--- src/logic/eisc_pkg.sv ---
package eisc_pkg;

  // Host bus byte offsets of the 16-bit halves.
  localparam logic [7:0] EVENT_FLAGS_LO_OFS = 8'h58;
  localparam logic [7:0] EVENT_FLAGS_HI_OFS = 8'h5a;
  localparam logic [7:0] BYTE_TEST_LO_OFS = 8'h64;
  localparam logic [7:0] BYTE_TEST_HI_OFS = 8'h66;

  // Flag positions within event_flags.
  localparam int SOFTWARE_REQUEST_BIT = 31;
  localparam int TRANSMIT_HALTED_BIT = 25;
  localparam int RECEIVE_HALTED_BIT = 24;
  localparam int DROPPED_MIDPOINT_BIT = 23;
  localparam int BUFFER_LOADED_BIT = 21;
  localparam int RX_TRANSFER_DONE_BIT = 20;
  localparam int TIMER_WRAP_BIT = 19;
  localparam int PHYSICAL_LAYER_BIT = 18;
  localparam int POWER_EVENT_BIT = 17;
  localparam int TX_STATUS_OVERFLOW_BIT = 16;
  localparam int RECEIVE_WATCHDOG_BIT = 15;
  localparam int RECEIVE_ERROR_BIT = 14;
  localparam int TRANSMIT_ERROR_BIT = 13;
  localparam int TX_DATA_OVERRUN_BIT = 10;
  localparam int TX_SPACE_AVAILABLE_BIT = 9;
  localparam int TX_STATUS_FULL_BIT = 8;
  localparam int TX_STATUS_LEVEL_BIT = 7;
  localparam int FRAME_DROPPED_BIT = 6;
  localparam int RX_STATUS_FULL_BIT = 4;
  localparam int RX_STATUS_LEVEL_BIT = 3;
  localparam int PIN_EVENT_LSB = 0;
  localparam int PIN_EVENT_COUNT = 3;

  // Bits that hardware sets and software clears by writing one.
  localparam logic [31:0] WRITABLE_MASK = 32'h83bb_e7df;
  localparam logic [31:0] EVENT_FLAGS_RESET = 32'h0000_0000;

  localparam logic [31:0] DROPPED_MIDPOINT_VALUE = 32'h7fff_ffff;
  localparam logic [15:0] TIMER_ZERO_VALUE = 16'h0000;
  localparam logic [11:0] RECEIVE_WATCHDOG_BYTES = 12'h800;
  localparam logic [11:0] TRANSFER_COUNT_ZERO = 12'h000;

  typedef enum logic [1:0] {
    EISC_XFER_IDLE = 2'b01,
    EISC_XFER_BUSY = 2'b10
  } eisc_xfer_state_t;

endpackage

--- src/logic/eisc_flag_if.sv ---
`timescale 1ns/100ps
interface eisc_flag_if;
  logic [31:0] set;
  logic [31:0] clr;
  logic [31:0] q;
  modport ctrl (output set, output clr, input q);
  modport bank (input set, input clr, output q);
endinterface

--- src/logic/eisc_top.sv ---
`timescale 1ns/100ps
// Summary of operation
// - Host writing one clears flag; zero keeps.
// - Software enable rising sets bit 31.
// - Stop command plus transmitter halted sets 25.
// - Receive engine halted sets bit 24.
// - Dropped counter crossing midpoint sets 23.
// - Notify-marked buffer fully loaded sets 21.
// - Programmed receive transfer count done sets 20.
// - Timer wrapping past zero sets 19.
// - Bit 18 mirrors physical layer, read-only.
// - Power event sets 17, independent of wake.
// - Only byte test write wakes device.
// - Power event flag bypasses deassertion hold-off.
// - Transmit status FIFO overflow sets 16.
// - Received packet over 2048 bytes sets 15.
// - Receive error condition sets bit 14.
// - Transmit error condition sets bit 13.
// - Write into full transmit FIFO sets 10.
// - Free space above threshold sets bit 9.
// - Status FIFOs becoming full set 8, 4.
// - Status levels exceeding threshold set 7, 3.
// - Discarded receive frame sets bit 6.
// - Three pin events in bits 2-0.
// - Flags latch regardless of enable mask.
// - Master request is any enabled flag.
module eisc_top
  import eisc_pkg::*;
(
  input wire logic mclk,
  input wire logic resetn,
  input wire logic host_cs,
  input wire logic host_rd,
  input wire logic host_wr,
  input wire logic [7:0] host_addr,
  input wire logic [15:0] host_wdata,
  output logic [15:0] host_rdata,
  output logic host_rdata_oe_n,
  input wire logic [31:0] event_enable,
  input wire logic stop_tx_command,
  input wire logic transmitter_halted,
  input wire logic receiver_halted,
  input wire logic dropped_count_inc,
  input wire logic [31:0] dropped_count,
  input wire logic buffer_loaded,
  input wire logic completion_notify_marker,
  input wire logic receive_transfer_load,
  input wire logic [11:0] receive_transfer_count,
  input wire logic receive_unit_taken,
  input wire logic timer_tick,
  input wire logic [15:0] timer_count,
  input wire logic physical_layer_event,
  input wire logic power_event,
  input wire logic low_power_active,
  input wire logic tx_status_overflow,
  input wire logic rx_packet_done,
  input wire logic [11:0] rx_packet_bytes,
  input wire logic receive_error,
  input wire logic transmit_error,
  input wire logic tx_data_write,
  input wire logic tx_data_full,
  input wire logic [7:0] tx_free_blocks,
  input wire logic [7:0] tx_space_threshold,
  input wire logic tx_status_full,
  input wire logic [7:0] tx_status_used,
  input wire logic [7:0] tx_status_threshold,
  input wire logic rx_status_full,
  input wire logic [7:0] rx_status_used,
  input wire logic [7:0] rx_status_threshold,
  input wire logic frame_dropped,
  input wire logic [2:0] pin_events,
  output logic [31:0] event_flags,
  output logic master_request,
  output logic power_event_direct,
  output logic wake_request
);

  eisc_flag_if flag_bus ();

  logic rx_transfer_done;
  logic [31:0] set_v;
  logic [31:0] clr_v;
  logic [31:0] view;

  // Previous values for the conditions that set a flag on their rising edge.
  logic [5:0] prev_d;
  logic [5:0] prev_q;
  logic [5:0] cond;

  logic [15:0] rdata_d;
  logic [15:0] rdata_q;
  logic oe_n_d;
  logic oe_n_q;
  logic wake_d;
  logic wake_q;

  logic wr_lo;
  logic wr_hi;
  logic rd_lo;
  logic rd_hi;
  logic wr_byte_test;

  logic soft_req_set;
  logic tx_halt_set;
  logic rx_halt_set;
  logic drop_mid_set;
  logic buf_notify_set;
  logic timer_wrap_set;
  logic power_set;
  logic tx_ovf_set;
  logic rx_long_set;
  logic rx_err_set;
  logic tx_err_set;
  logic tx_overrun_set;
  logic tx_space_set;
  logic tx_full_set;
  logic rx_full_set;
  logic tx_level_set;
  logic rx_level_set;
  logic drop_frame_set;
  logic [2:0] pin_set;

  eisc_xfer_counter u_xfer (
    .mclk(mclk),
    .resetn(resetn),
    .load(receive_transfer_load),
    .count(receive_transfer_count),
    .unit_taken(receive_unit_taken),
    .done(rx_transfer_done)
  );

  eisc_flag_bank #(
    .MASK(WRITABLE_MASK)
  ) u_bank (
    .mclk(mclk),
    .resetn(resetn),
    .flags(flag_bus)
  );

  // One decode for the write strobes; other addresses select nothing.
  always_comb begin
    wr_lo = 1'b0;
    wr_hi = 1'b0;
    wr_byte_test = 1'b0;
    if (host_cs && host_wr) begin
      case (host_addr)
        EVENT_FLAGS_LO_OFS: begin
          wr_lo = 1'b1;
        end
        EVENT_FLAGS_HI_OFS: begin
          wr_hi = 1'b1;
        end
        BYTE_TEST_LO_OFS, BYTE_TEST_HI_OFS: begin
          wr_byte_test = 1'b1;
        end
        default: begin
          wr_lo = 1'b0;
        end
      endcase
    end
  end

  assign rd_lo = host_cs && host_rd && host_addr == EVENT_FLAGS_LO_OFS;
  assign rd_hi = host_cs && host_rd && host_addr == EVENT_FLAGS_HI_OFS;

  always_comb begin
    cond = 6'h00;
    cond[0] = event_enable[SOFTWARE_REQUEST_BIT];
    cond[1] = stop_tx_command && transmitter_halted;
    cond[2] = tx_status_full;
    cond[3] = rx_status_full;
    cond[4] = tx_status_used > tx_status_threshold;
    cond[5] = rx_status_used > rx_status_threshold;
  end

  always_comb begin
    prev_d = cond;
  end

  // One strobe per source keeps each set condition on a line of its own.
  always_comb begin
    soft_req_set = cond[0] && !prev_q[0];
    tx_halt_set = cond[1] && !prev_q[1];
    rx_halt_set = receiver_halted;
    drop_mid_set = dropped_count_inc &&
      dropped_count == DROPPED_MIDPOINT_VALUE;
    buf_notify_set = buffer_loaded && completion_notify_marker;
    timer_wrap_set = timer_tick &&
      timer_count == TIMER_ZERO_VALUE;
    power_set = power_event;
    tx_ovf_set = tx_status_overflow;
    rx_long_set = rx_packet_done &&
      rx_packet_bytes > RECEIVE_WATCHDOG_BYTES;
    rx_err_set = receive_error;
    tx_err_set = transmit_error;
    tx_overrun_set = tx_data_write && tx_data_full;
    tx_space_set = tx_free_blocks > tx_space_threshold;
    tx_full_set = cond[2] && !prev_q[2];
    rx_full_set = cond[3] && !prev_q[3];
    tx_level_set = cond[4] && !prev_q[4];
    rx_level_set = cond[5] && !prev_q[5];
    drop_frame_set = frame_dropped;
    pin_set = pin_events;
  end

  // Every source sets its flag whatever the enable mask says.
  always_comb begin
    set_v = 32'h0000_0000;
    set_v[SOFTWARE_REQUEST_BIT] = soft_req_set;
    set_v[TRANSMIT_HALTED_BIT] = tx_halt_set;
    set_v[RECEIVE_HALTED_BIT] = rx_halt_set;
    set_v[DROPPED_MIDPOINT_BIT] = drop_mid_set;
    set_v[BUFFER_LOADED_BIT] = buf_notify_set;
    set_v[RX_TRANSFER_DONE_BIT] = rx_transfer_done;
    set_v[TIMER_WRAP_BIT] = timer_wrap_set;
    set_v[POWER_EVENT_BIT] = power_set;
    set_v[TX_STATUS_OVERFLOW_BIT] = tx_ovf_set;
    set_v[RECEIVE_WATCHDOG_BIT] = rx_long_set;
    set_v[RECEIVE_ERROR_BIT] = rx_err_set;
    set_v[TRANSMIT_ERROR_BIT] = tx_err_set;
    set_v[TX_DATA_OVERRUN_BIT] = tx_overrun_set;
    set_v[TX_SPACE_AVAILABLE_BIT] = tx_space_set;
    set_v[TX_STATUS_FULL_BIT] = tx_full_set;
    set_v[RX_STATUS_FULL_BIT] = rx_full_set;
    set_v[TX_STATUS_LEVEL_BIT] = tx_level_set;
    set_v[RX_STATUS_LEVEL_BIT] = rx_level_set;
    set_v[FRAME_DROPPED_BIT] = drop_frame_set;
    set_v[PIN_EVENT_LSB +: PIN_EVENT_COUNT] = pin_set;
  end

  // Each half of the word is acknowledged by its own 16-bit write.
  always_comb begin
    clr_v = 32'h0000_0000;
    if (wr_lo) begin
      clr_v[15:0] = host_wdata;
    end
    if (wr_hi) begin
      clr_v[31:16] = host_wdata;
    end
  end

  assign flag_bus.set = set_v;
  assign flag_bus.clr = clr_v;

  // The physical layer bit is never stored here, so host writes miss it.
  always_comb begin
    view = flag_bus.q;
    view[PHYSICAL_LAYER_BIT] = physical_layer_event;
  end

  always_comb begin
    rdata_d = rdata_q;
    oe_n_d = 1'b1;
    if (rd_lo) begin
      rdata_d = view[15:0];
      oe_n_d = 1'b0;
    end else if (rd_hi) begin
      rdata_d = view[31:16];
      oe_n_d = 1'b0;
    end else if (host_cs && host_rd) begin
      rdata_d = 16'h0000;
      oe_n_d = 1'b0;
    end
  end

  // A power event never wakes the part; only a byte test write does.
  always_comb begin
    wake_d = wr_byte_test && low_power_active;
  end

  always_ff @(posedge mclk or negedge resetn) begin
    if (!resetn) begin
      prev_q <= 6'h00;
    end else begin
      prev_q <= prev_d;
    end
  end

  always_ff @(posedge mclk or negedge resetn) begin
    if (!resetn) begin
      rdata_q <= 16'h0000;
      oe_n_q <= 1'b1;
    end else begin
      rdata_q <= rdata_d;
      oe_n_q <= oe_n_d;
    end
  end

  always_ff @(posedge mclk or negedge resetn) begin
    if (!resetn) begin
      wake_q <= 1'b0;
    end else begin
      wake_q <= wake_d;
    end
  end

  assign host_rdata = rdata_q;
  assign host_rdata_oe_n = oe_n_q;
  assign event_flags = view;
  assign master_request = |(view & event_enable);
  // Kept apart from the hold-off path so the pin driver can pass it at once.
  assign power_event_direct = view[POWER_EVENT_BIT] &&
    event_enable[POWER_EVENT_BIT];
  assign wake_request = wake_q;

endmodule

--- src/logic/eisc_flag_bank.sv ---
`timescale 1ns/100ps
module eisc_flag_bank
  import eisc_pkg::*;
#(
  parameter logic [31:0] MASK = 32'hffff_ffff
) (
  input wire logic mclk,
  input wire logic resetn,
  eisc_flag_if.bank flags
);

  logic [31:0] flags_d;
  logic [31:0] flags_q;

  // A set in the same cycle as its clear wins, so no event is lost.
  always_comb begin
    flags_d = ((flags_q & ~flags.clr) | flags.set) & MASK;
  end

  always_ff @(posedge mclk or negedge resetn) begin
    if (!resetn) begin
      flags_q <= EVENT_FLAGS_RESET;
    end else begin
      flags_q <= flags_d;
    end
  end

  assign flags.q = flags_q;

endmodule

--- src/logic/eisc_xfer_counter.sv ---
`timescale 1ns/100ps
module eisc_xfer_counter
  import eisc_pkg::*;
(
  input wire logic mclk,
  input wire logic resetn,
  input wire logic load,
  input wire logic [11:0] count,
  input wire logic unit_taken,
  output logic done
);

  eisc_xfer_state_t state_d;
  eisc_xfer_state_t state_q;
  logic [11:0] left_d;
  logic [11:0] left_q;
  logic done_d;
  logic done_q;

  // A zero count arms nothing; a fresh load restarts the run at once.
  always_comb begin
    state_d = state_q;
    left_d = left_q;
    done_d = 1'b0;
    case (state_q)
      EISC_XFER_IDLE: begin
        if (load && count != TRANSFER_COUNT_ZERO) begin
          state_d = EISC_XFER_BUSY;
          left_d = count;
        end
      end
      EISC_XFER_BUSY: begin
        if (load) begin
          left_d = count;
          if (count == TRANSFER_COUNT_ZERO) begin
            state_d = EISC_XFER_IDLE;
          end
        end else if (unit_taken) begin
          left_d = left_q - 12'h001;
          if (left_q == 12'h001) begin
            state_d = EISC_XFER_IDLE;
            done_d = 1'b1;
          end
        end
      end
      default: begin
        state_d = EISC_XFER_IDLE;
        left_d = TRANSFER_COUNT_ZERO;
      end
    endcase
  end

  always_ff @(posedge mclk or negedge resetn) begin
    if (!resetn) begin
      state_q <= EISC_XFER_IDLE;
      left_q <= TRANSFER_COUNT_ZERO;
      done_q <= 1'b0;
    end else begin
      state_q <= state_d;
      left_q <= left_d;
      done_q <= done_d;
    end
  end

  assign done = done_q;

endmodule

--- config.mk ---
export PLATFORM = sky130hd
export DESIGN_NAME = eisc_top
export DESIGN_NICKNAME = d
export VERILOG_FILES = /design/src/logic/eisc_pkg.sv /design/src/logic/eisc_flag_if.sv /design/src/logic/eisc_top.sv /design/src/logic/eisc_flag_bank.sv /design/src/logic/eisc_xfer_counter.sv
export SDC_FILE = /design/constraint.sdc
export NUM_CORES = 1
export LEC_CHECK = 0
export BUFFER_PORTS_ARGS = -buffer_cell sky130_fd_sc_hd__buf_2
export CORE_ASPECT_RATIO = 1.4
export CORE_MARGIN = 2
export CORE_UTILIZATION = 38
export CTS_BUF_LIST = sky130_fd_sc_hd__clkbuf_8
export DETAILED_ROUTE_END_ITERATION = 8
export GPL_ROUTABILITY_DRIVEN = 0
export PLACE_DENSITY = 0.83
export SKIP_LAST_GASP = 1
export SLEW_MARGIN = 20
export SYNTH_ARGS = -nofsm -noshare
export SYNTH_HDL_FRONTEND = slang
export SYNTH_SLANG_ARGS = --single-unit
--- constraint.sdc ---
create_clock -name mclk -period 4.6 [get_ports mclk]
set_input_delay 0.46 -clock mclk [delete_from_list [all_inputs] [get_ports mclk]]
set_output_delay 0.46 -clock mclk [all_outputs]
set_load 0.01 [all_outputs]
**After elaboration in Yosys (flattened, before gate mapping)**

Index checks and enable logic that the tools add are counted.

- Bitwise gates (word level): 4
- $add $sub $neg: 1
- Reductions and logical operators: 33
- Equal/unequal tests: 12
- Order comparisons: 4
- Muxes and demuxes: 28

Operator list:

| kind | number |
|---|---|
| 16-bit 2-to-1 mux | 5 |
| 32-bit AND | 2 |
| 12-bit 2-to-1 mux | 3 |
| 32-bit by 31-bit == test with 1-bit output, second input constant | 1 |
| 8-bit by 7-bit == test with 1-bit output, second input constant | 4 |
| 32-bit inverter | 1 |
| 32-bit bitwise OR | 1 |
| 32-bit OR reduction | 1 |
| 8-bit > comparator | 3 |
| 12-bit case mux with 2 select lines | 1 |
| 1-bit logical AND | 19 |
| 16-bit logical NOT | 1 |
| 1-bit 2-to-1 mux | 13 |
| 12-bit by 1-bit == test with 1-bit output, second input constant | 1 |
| 12-bit > comparator, second input constant | 1 |
| 12-bit logical NOT | 1 |
| 12-bit nonzero test | 1 |
| 12-bit by 1-bit subtractor with 12-bit output, second input constant | 1 |
| 2-bit 2-to-1 mux | 5 |
| 1-bit logical NOT | 6 |
| 3-bit by 2-bit inequality test with 1-bit output, second input constant | 2 |
| 2-bit case mux with 2 select lines | 1 |
| 4-bit AND reduction | 1 |
| 3-bit inequality test, second input constant | 1 |
| other kinds (6) | 6 |

- Register bits after elaboration: 61
- Logic and storage cells: 90
- Output and inout bits: 52
- Input port bits: 205

**Longest topological paths before layout**

Gate-level depths: netlist of the first run.

- Word-level depth: 7
- Depth in mapped cells: 10
- Gate-level depth less buffers: 7

**Hierarchy**

From an unflattened synthesis of the first run, not the netlist that was laid out.

- Cells, all modules: 471
- Area total of the unflattened synthesis: 4210.3 µm²

Modules (own cells, without submodules):

| module | seq. area each (µm²) | times used | cells an instance | area each (µm²) |
|---|---|---|---|---|
| eisc_top | 601.8 | 1 | 262 | 2190.9 |
| eisc_xfer_counter | 376.6 | 1 | 132 | 1142.3 |
| eisc_flag_bank | 550.5 | 1 | 77 | 877.1 |

**Worst setup path after synthesis of the first run**

No wires, ideal clock.

- Path type: input -> register
- Start: input port host_addr[0]
- End: register u_bank.flags_q[10] (netlist: u_bank.flags.q[10])
- Slack: 2.591 ns
- Buffers on the path: 2
- Stages: 6
- Arrival time: 1.888 ns
- Required time: 4.479 ns
- Library setup time: 0.121 ns
- Cells stage by stage: or3b_1 -> clkbuf_1 -> nor4_1 -> buf_2 -> nand2_1 -> a22o_1

- Word-level cells in the longest chain between the ends: 7

RTL lines:

| item | RTL line | source |
|---|---|---|
| start: declaration | eisc_top.sv:35 | `input wire logic [7:0] host_addr,` |
| 8-bit by 7-bit == test with 1-bit output | eisc_top.sv:146 | `case (host_addr)` |
| 1-bit 2-to-1 mux | eisc_top.sv:146 |  |
| 1-bit 2-to-1 mux | eisc_top.sv:145 | `if (host_cs && host_wr) begin` |
| 16-bit 2-to-1 mux | eisc_top.sv:234 | `if (wr_lo) begin` |
| 32-bit inverter | eisc_flag_bank.sv:17 | `flags_d = ((flags_q & ~flags.clr) \| flags.set) & MASK;` |
| 32-bit AND | eisc_flag_bank.sv:17 |  |
| 32-bit bitwise OR | eisc_flag_bank.sv:17 |  |
| named net u_bank.flags_d[10] | eisc_flag_bank.sv:12 | `logic [31:0] flags_d;` |
| end signal: assignment | eisc_flag_bank.sv:24 | `flags_q <= flags_d;` |
| end: declaration | eisc_flag_bank.sv:13 | `logic [31:0] flags_q;` |

The timed path passes the listed nets, and every way through them passes these cells.
A chain may end at the register's enable or synchronous reset.

**Worst setup path in the final report of the first run**

- Start: register u_xfer.left_q[0]
- End: register u_xfer.left_q[10]

- Word-level cells in the longest chain between the ends: 4

RTL lines:

| item | RTL line | source |
|---|---|---|
| start: declaration | eisc_xfer_counter.sv:16 | `logic [11:0] left_q;` |
| start signal: assignment | eisc_xfer_counter.sv:60 | `left_q <= left_d;` |
| 12-bit by 1-bit subtractor with 12-bit output | eisc_xfer_counter.sv:39 | `left_d = left_q - 12'h001;` |
| 12-bit 2-to-1 mux | eisc_xfer_counter.sv:38 | `end else if (unit_taken) begin` |
| 12-bit 2-to-1 mux | eisc_xfer_counter.sv:33 | `if (load) begin` |
| 12-bit case mux with 2 select lines | eisc_xfer_counter.sv:25 | `case (state_q)` |

No other way between the ends. The select of a mux whose other input is x is not followed.

==> results of run 1 <==
-- path summary, 6_finish.rpt --
kind	from	to	slack, ns
setup reg to reg	u_xfer.left_q[0]$_DFFE_PN0P_	u_xfer.left_q[10]$_DFFE_PN0P_	2.43
hold / removal	tx_status_full	prev_q[2]$_DFF_PN0_	0.26
hold reg to reg	prev_q[0]$_DFF_PN0_	u_bank.flags.q[31]$_DFF_PN0_	0.41
max in group asynchronous	resetn	host_rdata[9]$_DFFE_PN0P_	3.81
min in group asynchronous	resetn	u_xfer.state_q[1]$_DFFE_PN0P_	0.29
setup / recovery	u_xfer.left_q[0]$_DFFE_PN0P_	u_xfer.left_q[10]$_DFFE_PN0P_	2.43
-- registers in the layout (all words and copies together), names as in the netlist --
name and cells:
u_xfer.done 1, host_rdata_oe_n 1, u_xfer.left_q 12, u_bank.flags.q 22, wake_request 1, prev_q 6
u_xfer.state_q 2, host_rdata 14
-- Yosys cell counts (all sizes together) (4+ instances only) --
cell | count | area (um^2)
a22oi | 24 | 180
a21o | 12 | 90.1
nor3 | 9 | 50.1
dfrtp | 57 | 1430
clkbuf | 11 | 41.3
nand2 | 67 | 251
nand4b | 4 | 35.0
a21oi | 18 | 90.1
ha | 28 | 350
o31ai | 7 | 52.6
a22o | 4 | 35.0
xor2 | 4 | 35.0
nor2 | 10 | 37.5
inv | 36 | 135
nand4 | 16 | 100
nor4 | 15 | 100
o21ai | 37 | 185
buf | 15 | 104
-- per-layer routing --
metal,GRT usage (%),up-vias
li1,-,1949
met1,24.1,1895
met2,40.2,189
met3,4.95,22
met4,5.96,0
met5,0,-
-- where the power goes --
group / switching [W] / internal [W]
Sequential: 0.0000784 / 0.000589
Combinational: 0.000345 / 0.000264
Clock: 0.000198 / 0.000299
-- worst max-delay path, stage by stage, from the launching register on --
cell and delay (ns):
dfrtp_1 0.43, inv_1 0.10, ha_1 0.20, or3b_2 0.54, nor4_1 0.26, xor2_1 0.20, a22oi_1 0.12, o31ai_1 0.24
-- per-stage QoR --
step           power [W]  setup slack, ns  util, %  cells  instance area [um^2]
2_1_floorplan    0.00108             2.59        -    424                  3670
5_1_grt          0.00190             2.28     54.0    761                  5080
3_5_place_dp     0.00128             2.09     51.8    745                  4870
4_1_cts          0.00178             2.42     54.0    761                  5080
3_3_place_gp     0.00124             2.14     51.8    745                  4870
6_report         0.00177             2.43     54.0    761                  5080
-- area by class of cell --
class	instances	area [um^2]	share of cell area, %
repair buffers	237	1190	23.5
inverters	36	135	2.66
multi-input cells	303	1930	37.9
flip-flops and latches	59	1480	29.1
clock buffers	9	124	2.44
clock inverters	7	85.1	1.67
well taps	110	138	2.71
-- cells by family (layout without fill, tap and decap cells) --
kind of cell / Yosys count / count (layout) / share of synthesized area (%)
AOI/OAI and AO/OA: 117 / 117 / 20.8
xor gates and xnor gates: 4 / 4 / 0.963
adders and majority gates: 28 / 28 / 9.64
buffers and inverters: 62 / 289 / 7.71
DFF: 59 / 59 / 40.7
other: 1 / 11 / 0.103
and+or+nand+nor: 143 / 143 / 20.1
==> summary.md, run 1 <==
| Metric | Value |
|---|---|
| Slew Viols, Final | `0` |
| Post-route ant nets | `0` |
| Global-route wire length before repair | `18,000 um` |
| IO Count | `257` |
| Post-Syn Area | `3640 um^2` |
| Largest net degree at the start of global routing | `60` |
| Final TNS setup | `0 ns` |
| Hold Path Cell Cnt | `1` |
| I/O Buffers | `234` |
| Seq/Total Area, Yosys | `40.7%` |
| Initial antenna violation count | `0` |
| Core box area | `9410 um^2` |
| Post-Synthesis Cells | `414` |
| Initial DRC Count | `145` |
| P_leak | `approximately 2.6 nW` |
| Startpoint Class | `register` |
| Min Tclk post-route | `between 2 and 2.5 ns` |
| Clk Latency, worst-skew pair | `approximately 0.33 ns` |
| Max Root-Sink Buffers | `2` |
| CP max FO | `5` |
| F_max | `461 MHz` |
| CP Data Arrival Time | `between 2 and 2.5 ns` |
| DRT Pass-1 Iters | `5` |
| DP Wirelength | `approximately 9500 um` |
| Hold-fix buffers at CTS | `0` |
| CTS buffer count | `9` |
| Yosys reg bits | `59` |
| WL met3 | `roughly 720 um` |
| Most frequent cells in the layout | `buf_2 (234), nand2_1 (67), dfrtp_1 (57)` |
| Pwr per Cell Area | `349 nW/um^2` |
| Final hold vios | `0` |
| Fin crit share | `47.1%` |
| Die height | `120 um` |
| Unrepaired setup endpoints after global routing | `no` |
| Drc violations | `0` |
| Clk root buf | `clkbuf_8` |
| Synth Flop Type | `dfrtp_1` |
| Die X | `86.7 um` |
| Max-cap violations | `0` |
| CP endpoint kind | `register` |
| Worst setup path category | `register to register` |
| GRT Overall Usage | `21.6%` |
| Number of H-tree levels | `3` |
| Worst IR Drop VDD | `between 0.3 and 0.4 mV` |
| Highest Signal Layer | `met4` |
| DR WL met2 | `6190 um` |
| Async set-reset flop share out of synthesis | `100%` |
| Initial Util | `between 30% and 40%` |
| Via count | `4,055` |
| DR vias/cell | `5.33` |
| Final net count | `879` |
| Syn_area_per_cell | `8.78 um^2` |
| Total Wirelength | `11,400 um` |
| Setup Buffers After CTS | `0` |
| CTS resizes | `0` |
| Vias in the first global route | `3,930` |
| Setup-failing EPs final | `0` |
| Worst-case reg-to-reg path depth | `7` |
| Netlist cell types | `51` |
| Clk_skew | `0.00988 ns` |
| Most common cell after layout, fill and taps aside | `buf_2` |
| Hold WS | `0.260 ns` |
| EDFF count, synth | `0` |
| Share of cells above drive strength 1 | `about two fifths` |
| Synth-to-Final Area Change | `39.7%` |
| Worst Hold Class | `input port to register` |
| Fillers | `895` |
| Routed len/inst | `15.0 um` |
| Worst endpoint required time | `~4.8 ns` |
| Total gr overflow | `0` |
| Worst-path clk slew | `about 0.06 ns` |
| Slew @ Worst Pin | `1.02 ns` |
| Clk sinks | `59` |
| ANT cells | `0` |
| Total die area | `10,400 um^2` |
| Slew margin rel. | `31.7%` |
| CTS tree | `done` |
| Status | `complete, no violations` |
| YS warnings | `0` |
| Routed met1 length | `roughly 4300 um` |
| Row count | `42` |
Power figures use the tool's default switching activity.
==> run 2: changes to the inputs <==
ABC_AREA = 1   (was not set)
PLACE_DENSITY = 0.81   (was 0.83)
clock period = 2 ns   (was 4.6 ns; I/O delays follow)
==> run 2 against run 1 <==
Net effect:
- largest cell class unchanged
- routed wire length up 5.5%
- synthesized cell count up 30%
- area after synthesis up 8.0%
- critical path type is now register to output pin
==> summary.md, run 2 <==
| Metric | Value |
|---|---|
| DP Wirelength | `9950 um (was 9500 um)` |
| CTS buffer count | `9 (unchanged)` |
| Routed len/inst | `13.0 um (was 15.0 um)` |
| Worst-case reg-to-reg path depth | `9 (was 7)` |
| Clk sinks | `59 (unchanged)` |
| Post-synthesis mux area share | `0% (unchanged)` |
| Simple-Gate Fraction of Synth Area | `32.2% (was 20.1%)` |
| Post-synthesis adder-cell area fraction | `8.92% (was 9.64%)` |
| Min Tclk post-route | `1.83 ns` |
| Most common cell after layout, fill and taps aside | `buf_2 (unchanged)` |
| F_max | `547 MHz` |
| Final net count | `1,016 (was 879)` |
| Synth Area in XOR/XNOR | `0.446% (was 0.964%)` |
| Post-Synthesis Cells | `537 (was 414)` |
| DRT Pass-1 Iters | `4 (was 5)` |
| R2r setup slk | `0.30 ns (was 2.43 ns)` |
| Core box area | `10,000 um^2 (was 9410 um^2)` |
| Initial DRC Count | `159 (was 145)` |
| Count leader, synth | `nand2_1 (unchanged)` |
| Share of cells above drive strength 1 | `34.8% (was 39.9%)` |
| Final Cell Area | `5490 um^2 (was 5080 um^2)` |
| Worst IR Drop VDD | `0.539 mV (was 0.324 mV)` |
| Status | `complete, no violations (unchanged)` |
| Setup-failing EPs final | `0 (unchanged)` |
| Slew Viols, Final | `0 (unchanged)` |
| Vias in the first global route | `4,262 (was 3,930)` |
| Startpoint Class | `register (unchanged)` |
| Seq/Total Area, Yosys | `37.7% (was 40.7%)` |
| Final hold vios | `0 (unchanged)` |
| Clk_skew | `0.00747 ns (was 0.00988 ns)` |
| P_leak | `3.15 nW (was 2.60 nW)` |
| Max-cap violations | `0 (unchanged)` |
| Synth-to-Final Area Change | `39.7% (about the same)` |
| Start of the worst register-to-register path | `u_xfer.state_q[0]$_DFFE_PN1P_ (was u_xfer.left_q[0]$_DFFE_PN0P_)` |
| EDFF count, synth | `0 (unchanged)` |
| Main area contributors after synthesis | `dfrtp_1 (36%), nand2_1 (17%), ha_1 (8.9%), inv_1 (7.0%), nand3_1 (4.5%) (was dfrtp_1 (39%), ha_1 (9.6%), nand2_1 (6.9%), a22oi_1 (5.0%), o21ai_0 (4.0%))` |
| Pwr per Cell Area | `846 nW/um^2 (was 349 nW/um^2)` |
| CP endpoint kind | `output pin (was register)` |
| Total gr overflow | `0 (unchanged)` |
| Yosys reg bits | `59 (unchanged)` |
| CP Data Arrival Time | `1.63 ns (was 2.40 ns)` |
| Synth Flop Type | `dfrtp_1 (unchanged)` |
| Fin crit share | `91.5%` |
| FF-to-FF End | `u_xfer.left_q[1]$_DFFE_PN0P_ (was u_xfer.left_q[10]$_DFFE_PN0P_)` |
| Worst Hold Class | `input port to register (unchanged)` |
| Clk Latency, worst-skew pair | `0.34 ns (was 0.33 ns)` |
| Worst setup path category | `register to output pin (was register to register)` |
| Most used cell along the critical path | `nand2_1` |
| Compound-cell area share of the yosys netlist | `10.1% (was 20.8%)` |
| Hold-fix buffers at CTS | `4 (was 0)` |
| Netlist cell types | `38 (was 51)` |
| Die X | `89.9 um (was 86.7 um)` |
| Total Wirelength | `12,000 um (was 11,400 um)` |
| ANT cells | `0 (unchanged)` |
| CP max FO | `3 (was 5)` |
| I/O Buffers | `234 (unchanged)` |
| Hold Path Cell Cnt | `2 (was 1)` |
| Clk root buf | `clkbuf_8 (unchanged)` |
| Initial Util | `39.2% (was 38.7%)` |
| Largest stage delay, worst path | `0.41 ns (was 0.54 ns)` |
| Largest net degree at the start of global routing | `42 (was 60)` |
| Worst Hold End | `wake_request$_DFF_PN0_ (was prev_q[2]$_DFF_PN0_)` |
| Most frequent cells in the layout | `buf_2 (234), nand2_1 (177), inv_1 (74) (was buf_2 (234), nand2_1 (67), dfrtp_1 (57))` |
| Row count | `43 (was 42)` |
| Post-Syn Area | `3930 um^2 (was 3640 um^2)` |
| Setup Buffers After CTS | `0 (unchanged)` |
| CTS tree | `done (unchanged)` |
| Top cells by count, synth | `nand2_1 (177), inv_1 (73), dfrtp_1 (57) (was nand2_1 (67), dfrtp_1 (57), inv_1 (36))` |
| CTS resizes | `0 (unchanged)` |
| Critical-path cell list | `nand2_1, nand2_1, a221oi_1, nand4_1, buf_2 (was inv_1, ha_1, or3b_2, nor4_1, xor2_1, a22oi_1, o31ai_1)` |
| Max FFs per register | `22 (unchanged)` |
| Delay-heaviest family, CP | `compound AO/OA/AOI/OAI gates (was simple AND/OR/NAND/NOR gates)` |
| Largest family of logic cells by synthesized area | `simple AND/OR/NAND/NOR gates (was compound AO/OA/AOI/OAI gates)` |
| Worst endpoint required time | `1.80 ns (was 4.83 ns)` |
| HP Start | `host_addr[4] (was tx_status_full)` |
| Post-DP Area | `5220 um^2 (was 4870 um^2)` |
| Unrepaired setup endpoints after global routing | `no (unchanged)` |
| IO Count | `257 (unchanged)` |
| Synth area leader | `dfrtp_1 (unchanged)` |
| Number of H-tree levels | `3 (unchanged)` |
| Drc violations | `0 (unchanged)` |
| DR vias/cell | `4.77 (was 5.33)` |
| Post-route ant nets | `0 (unchanged)` |
| Area of the multi-input gates | `2070 um^2 (was 1930 um^2)` |
| Fillers | `1,009 (was 895)` |
| YS warnings | `0 (unchanged)` |
| Initial antenna violation count | `0 (unchanged)` |
| Die height | `124 um (was 120 um)` |
| Max Root-Sink Buffers | `2 (unchanged)` |
| Global-route wire length before repair | `19,800 um (was 18,000 um)` |
| CP max-delay cell | `a221oi_1 (was or3b_2)` |
| GRT Overall Usage | `21.6% (about the same)` |
| Async set-reset flop share out of synthesis | `100% (unchanged)` |
| Top cell type's share of synthesized area | `36.3% (was 39.2%)` |
| Worst-path clk slew | `0.06 ns (about the same)` |
| Via count | `4,407 (was 4,055)` |
| Final TNS setup | `0 ns (unchanged)` |
| Total die area | `11,200 um^2 (was 10,400 um^2)` |
| Buf/Inv on CP | `1 (unchanged)` |
| Register area | `1480 um^2 (unchanged)` |
| Syn_area_per_cell | `7.31 um^2 (was 8.78 um^2)` |
-- run 2: cell types whose count changed in the layout (fill, tap and decap cells not counted), moves of 5 or more --
cell,previous run,this run
nand2_1,67,177
inv_1,38,74
nand3_1,3,35
a22oi_1,24,0
nor2_1,10,32
o21ai_0,29,18
o21ai_1,8,2
o31ai_1,7,1
nor4_1,13,8
-- run 2: final cells by class --
type | count | area share, %
Inverter | 76 | 5.20
Clock inverter | 5 | 1.39
Multi-Input combinational cell | 395 | 37.8
Sequential cell | 59 | 27.0
Tap cell | 135 | 3.08
Timing Repair Buffer | 242 | 22.9
Clock buffer | 11 | 2.76
-- run 2: how the worst max path moves through the flow --
stage | start | endpoint | slack, ns | cells after the start
floorplan | u_xfer.state_q[0]$_DFFE_PN1P_ | u_xfer.left_q[3]$_DFFE_PN0P_ | 0.50 | 9
global placement | u_xfer.state_q[0]$_DFFE_PN1P_ | u_xfer.left_q[0]$_DFFE_PN0P_ | 0.37 | 9
detailed placement | u_xfer.state_q[0]$_DFFE_PN1P_ | u_xfer.left_q[3]$_DFFE_PN0P_ | 0.32 | 9
CTS | u_bank.flags.q[14]$_DFF_PN0_ | master_request | 0.16 | 5
global route | u_bank.flags.q[6]$_DFF_PN0_ | master_request | 0.1 | 5
finish | u_bank.flags.q[14]$_DFF_PN0_ | master_request | 0.17 | 5
-- run 2: worst register-to-register path: stages (launching register included) --
cell and delay [ns]:
dfstp_2 0.54, inv_1 0.04, ha_1 0.21, inv_1 0.17, nor2_4 0.08, nand2_1 0.14
nand3_2 0.12, inv_2 0.19, nand2_1 0.08, nand2_1 0.06
-- run 2: stage by stage --
stage               hold slack (ns)  setup slack, ns  total power [W]  util (%)  std cells
finish                       0.0405            0.170          0.00464      54.8        923
detailed placement            0.181            0.320          0.00341      52.1        903
floorplan                   -0.0956            0.504          0.00286         -        547
global placement              0.187            0.365          0.00337      52.1        903
CTS                          0.0142            0.157          0.00467      54.8        923
global route                 0.0281           0.0991          0.00501      54.8        923
-- run 2: cells by family (layout without fill, tap and decap cells) --
group                    count (synthesis)  count (layout)
AO/OA/AOI/OAI                           65              65
AND/OR/NAND/NOR                        289             289
buffers and inverters                   93             334
adder cells (fa/ha/maj)                 28              28
XOR/XNOR                                 2               2
other                                    1              11
flip-flops                              59              59
-- run 2: layer usage --
metal	up-vias	GRT usage, %	part of all wire, %
met1	1990	26.4	42
met4	0	8.14	2.2
met5	-	0	0
li1	2209	-	-
met2	189	37.1	49
met3	19	5.14	7.4
-- run 2: power by group --
| group | total, W | switching (W) | internal (W) |
|---|---|---|---|
| Sequential | 0.00154 | 0.000181 | 0.00135 |
| Clock | 0.00123 | 0.000469 | 0.000763 |
| Combinational | 0.00187 | 0.00114 | 0.000729 |
| Total | 0.00464 | 0.00179 | 0.00285 |
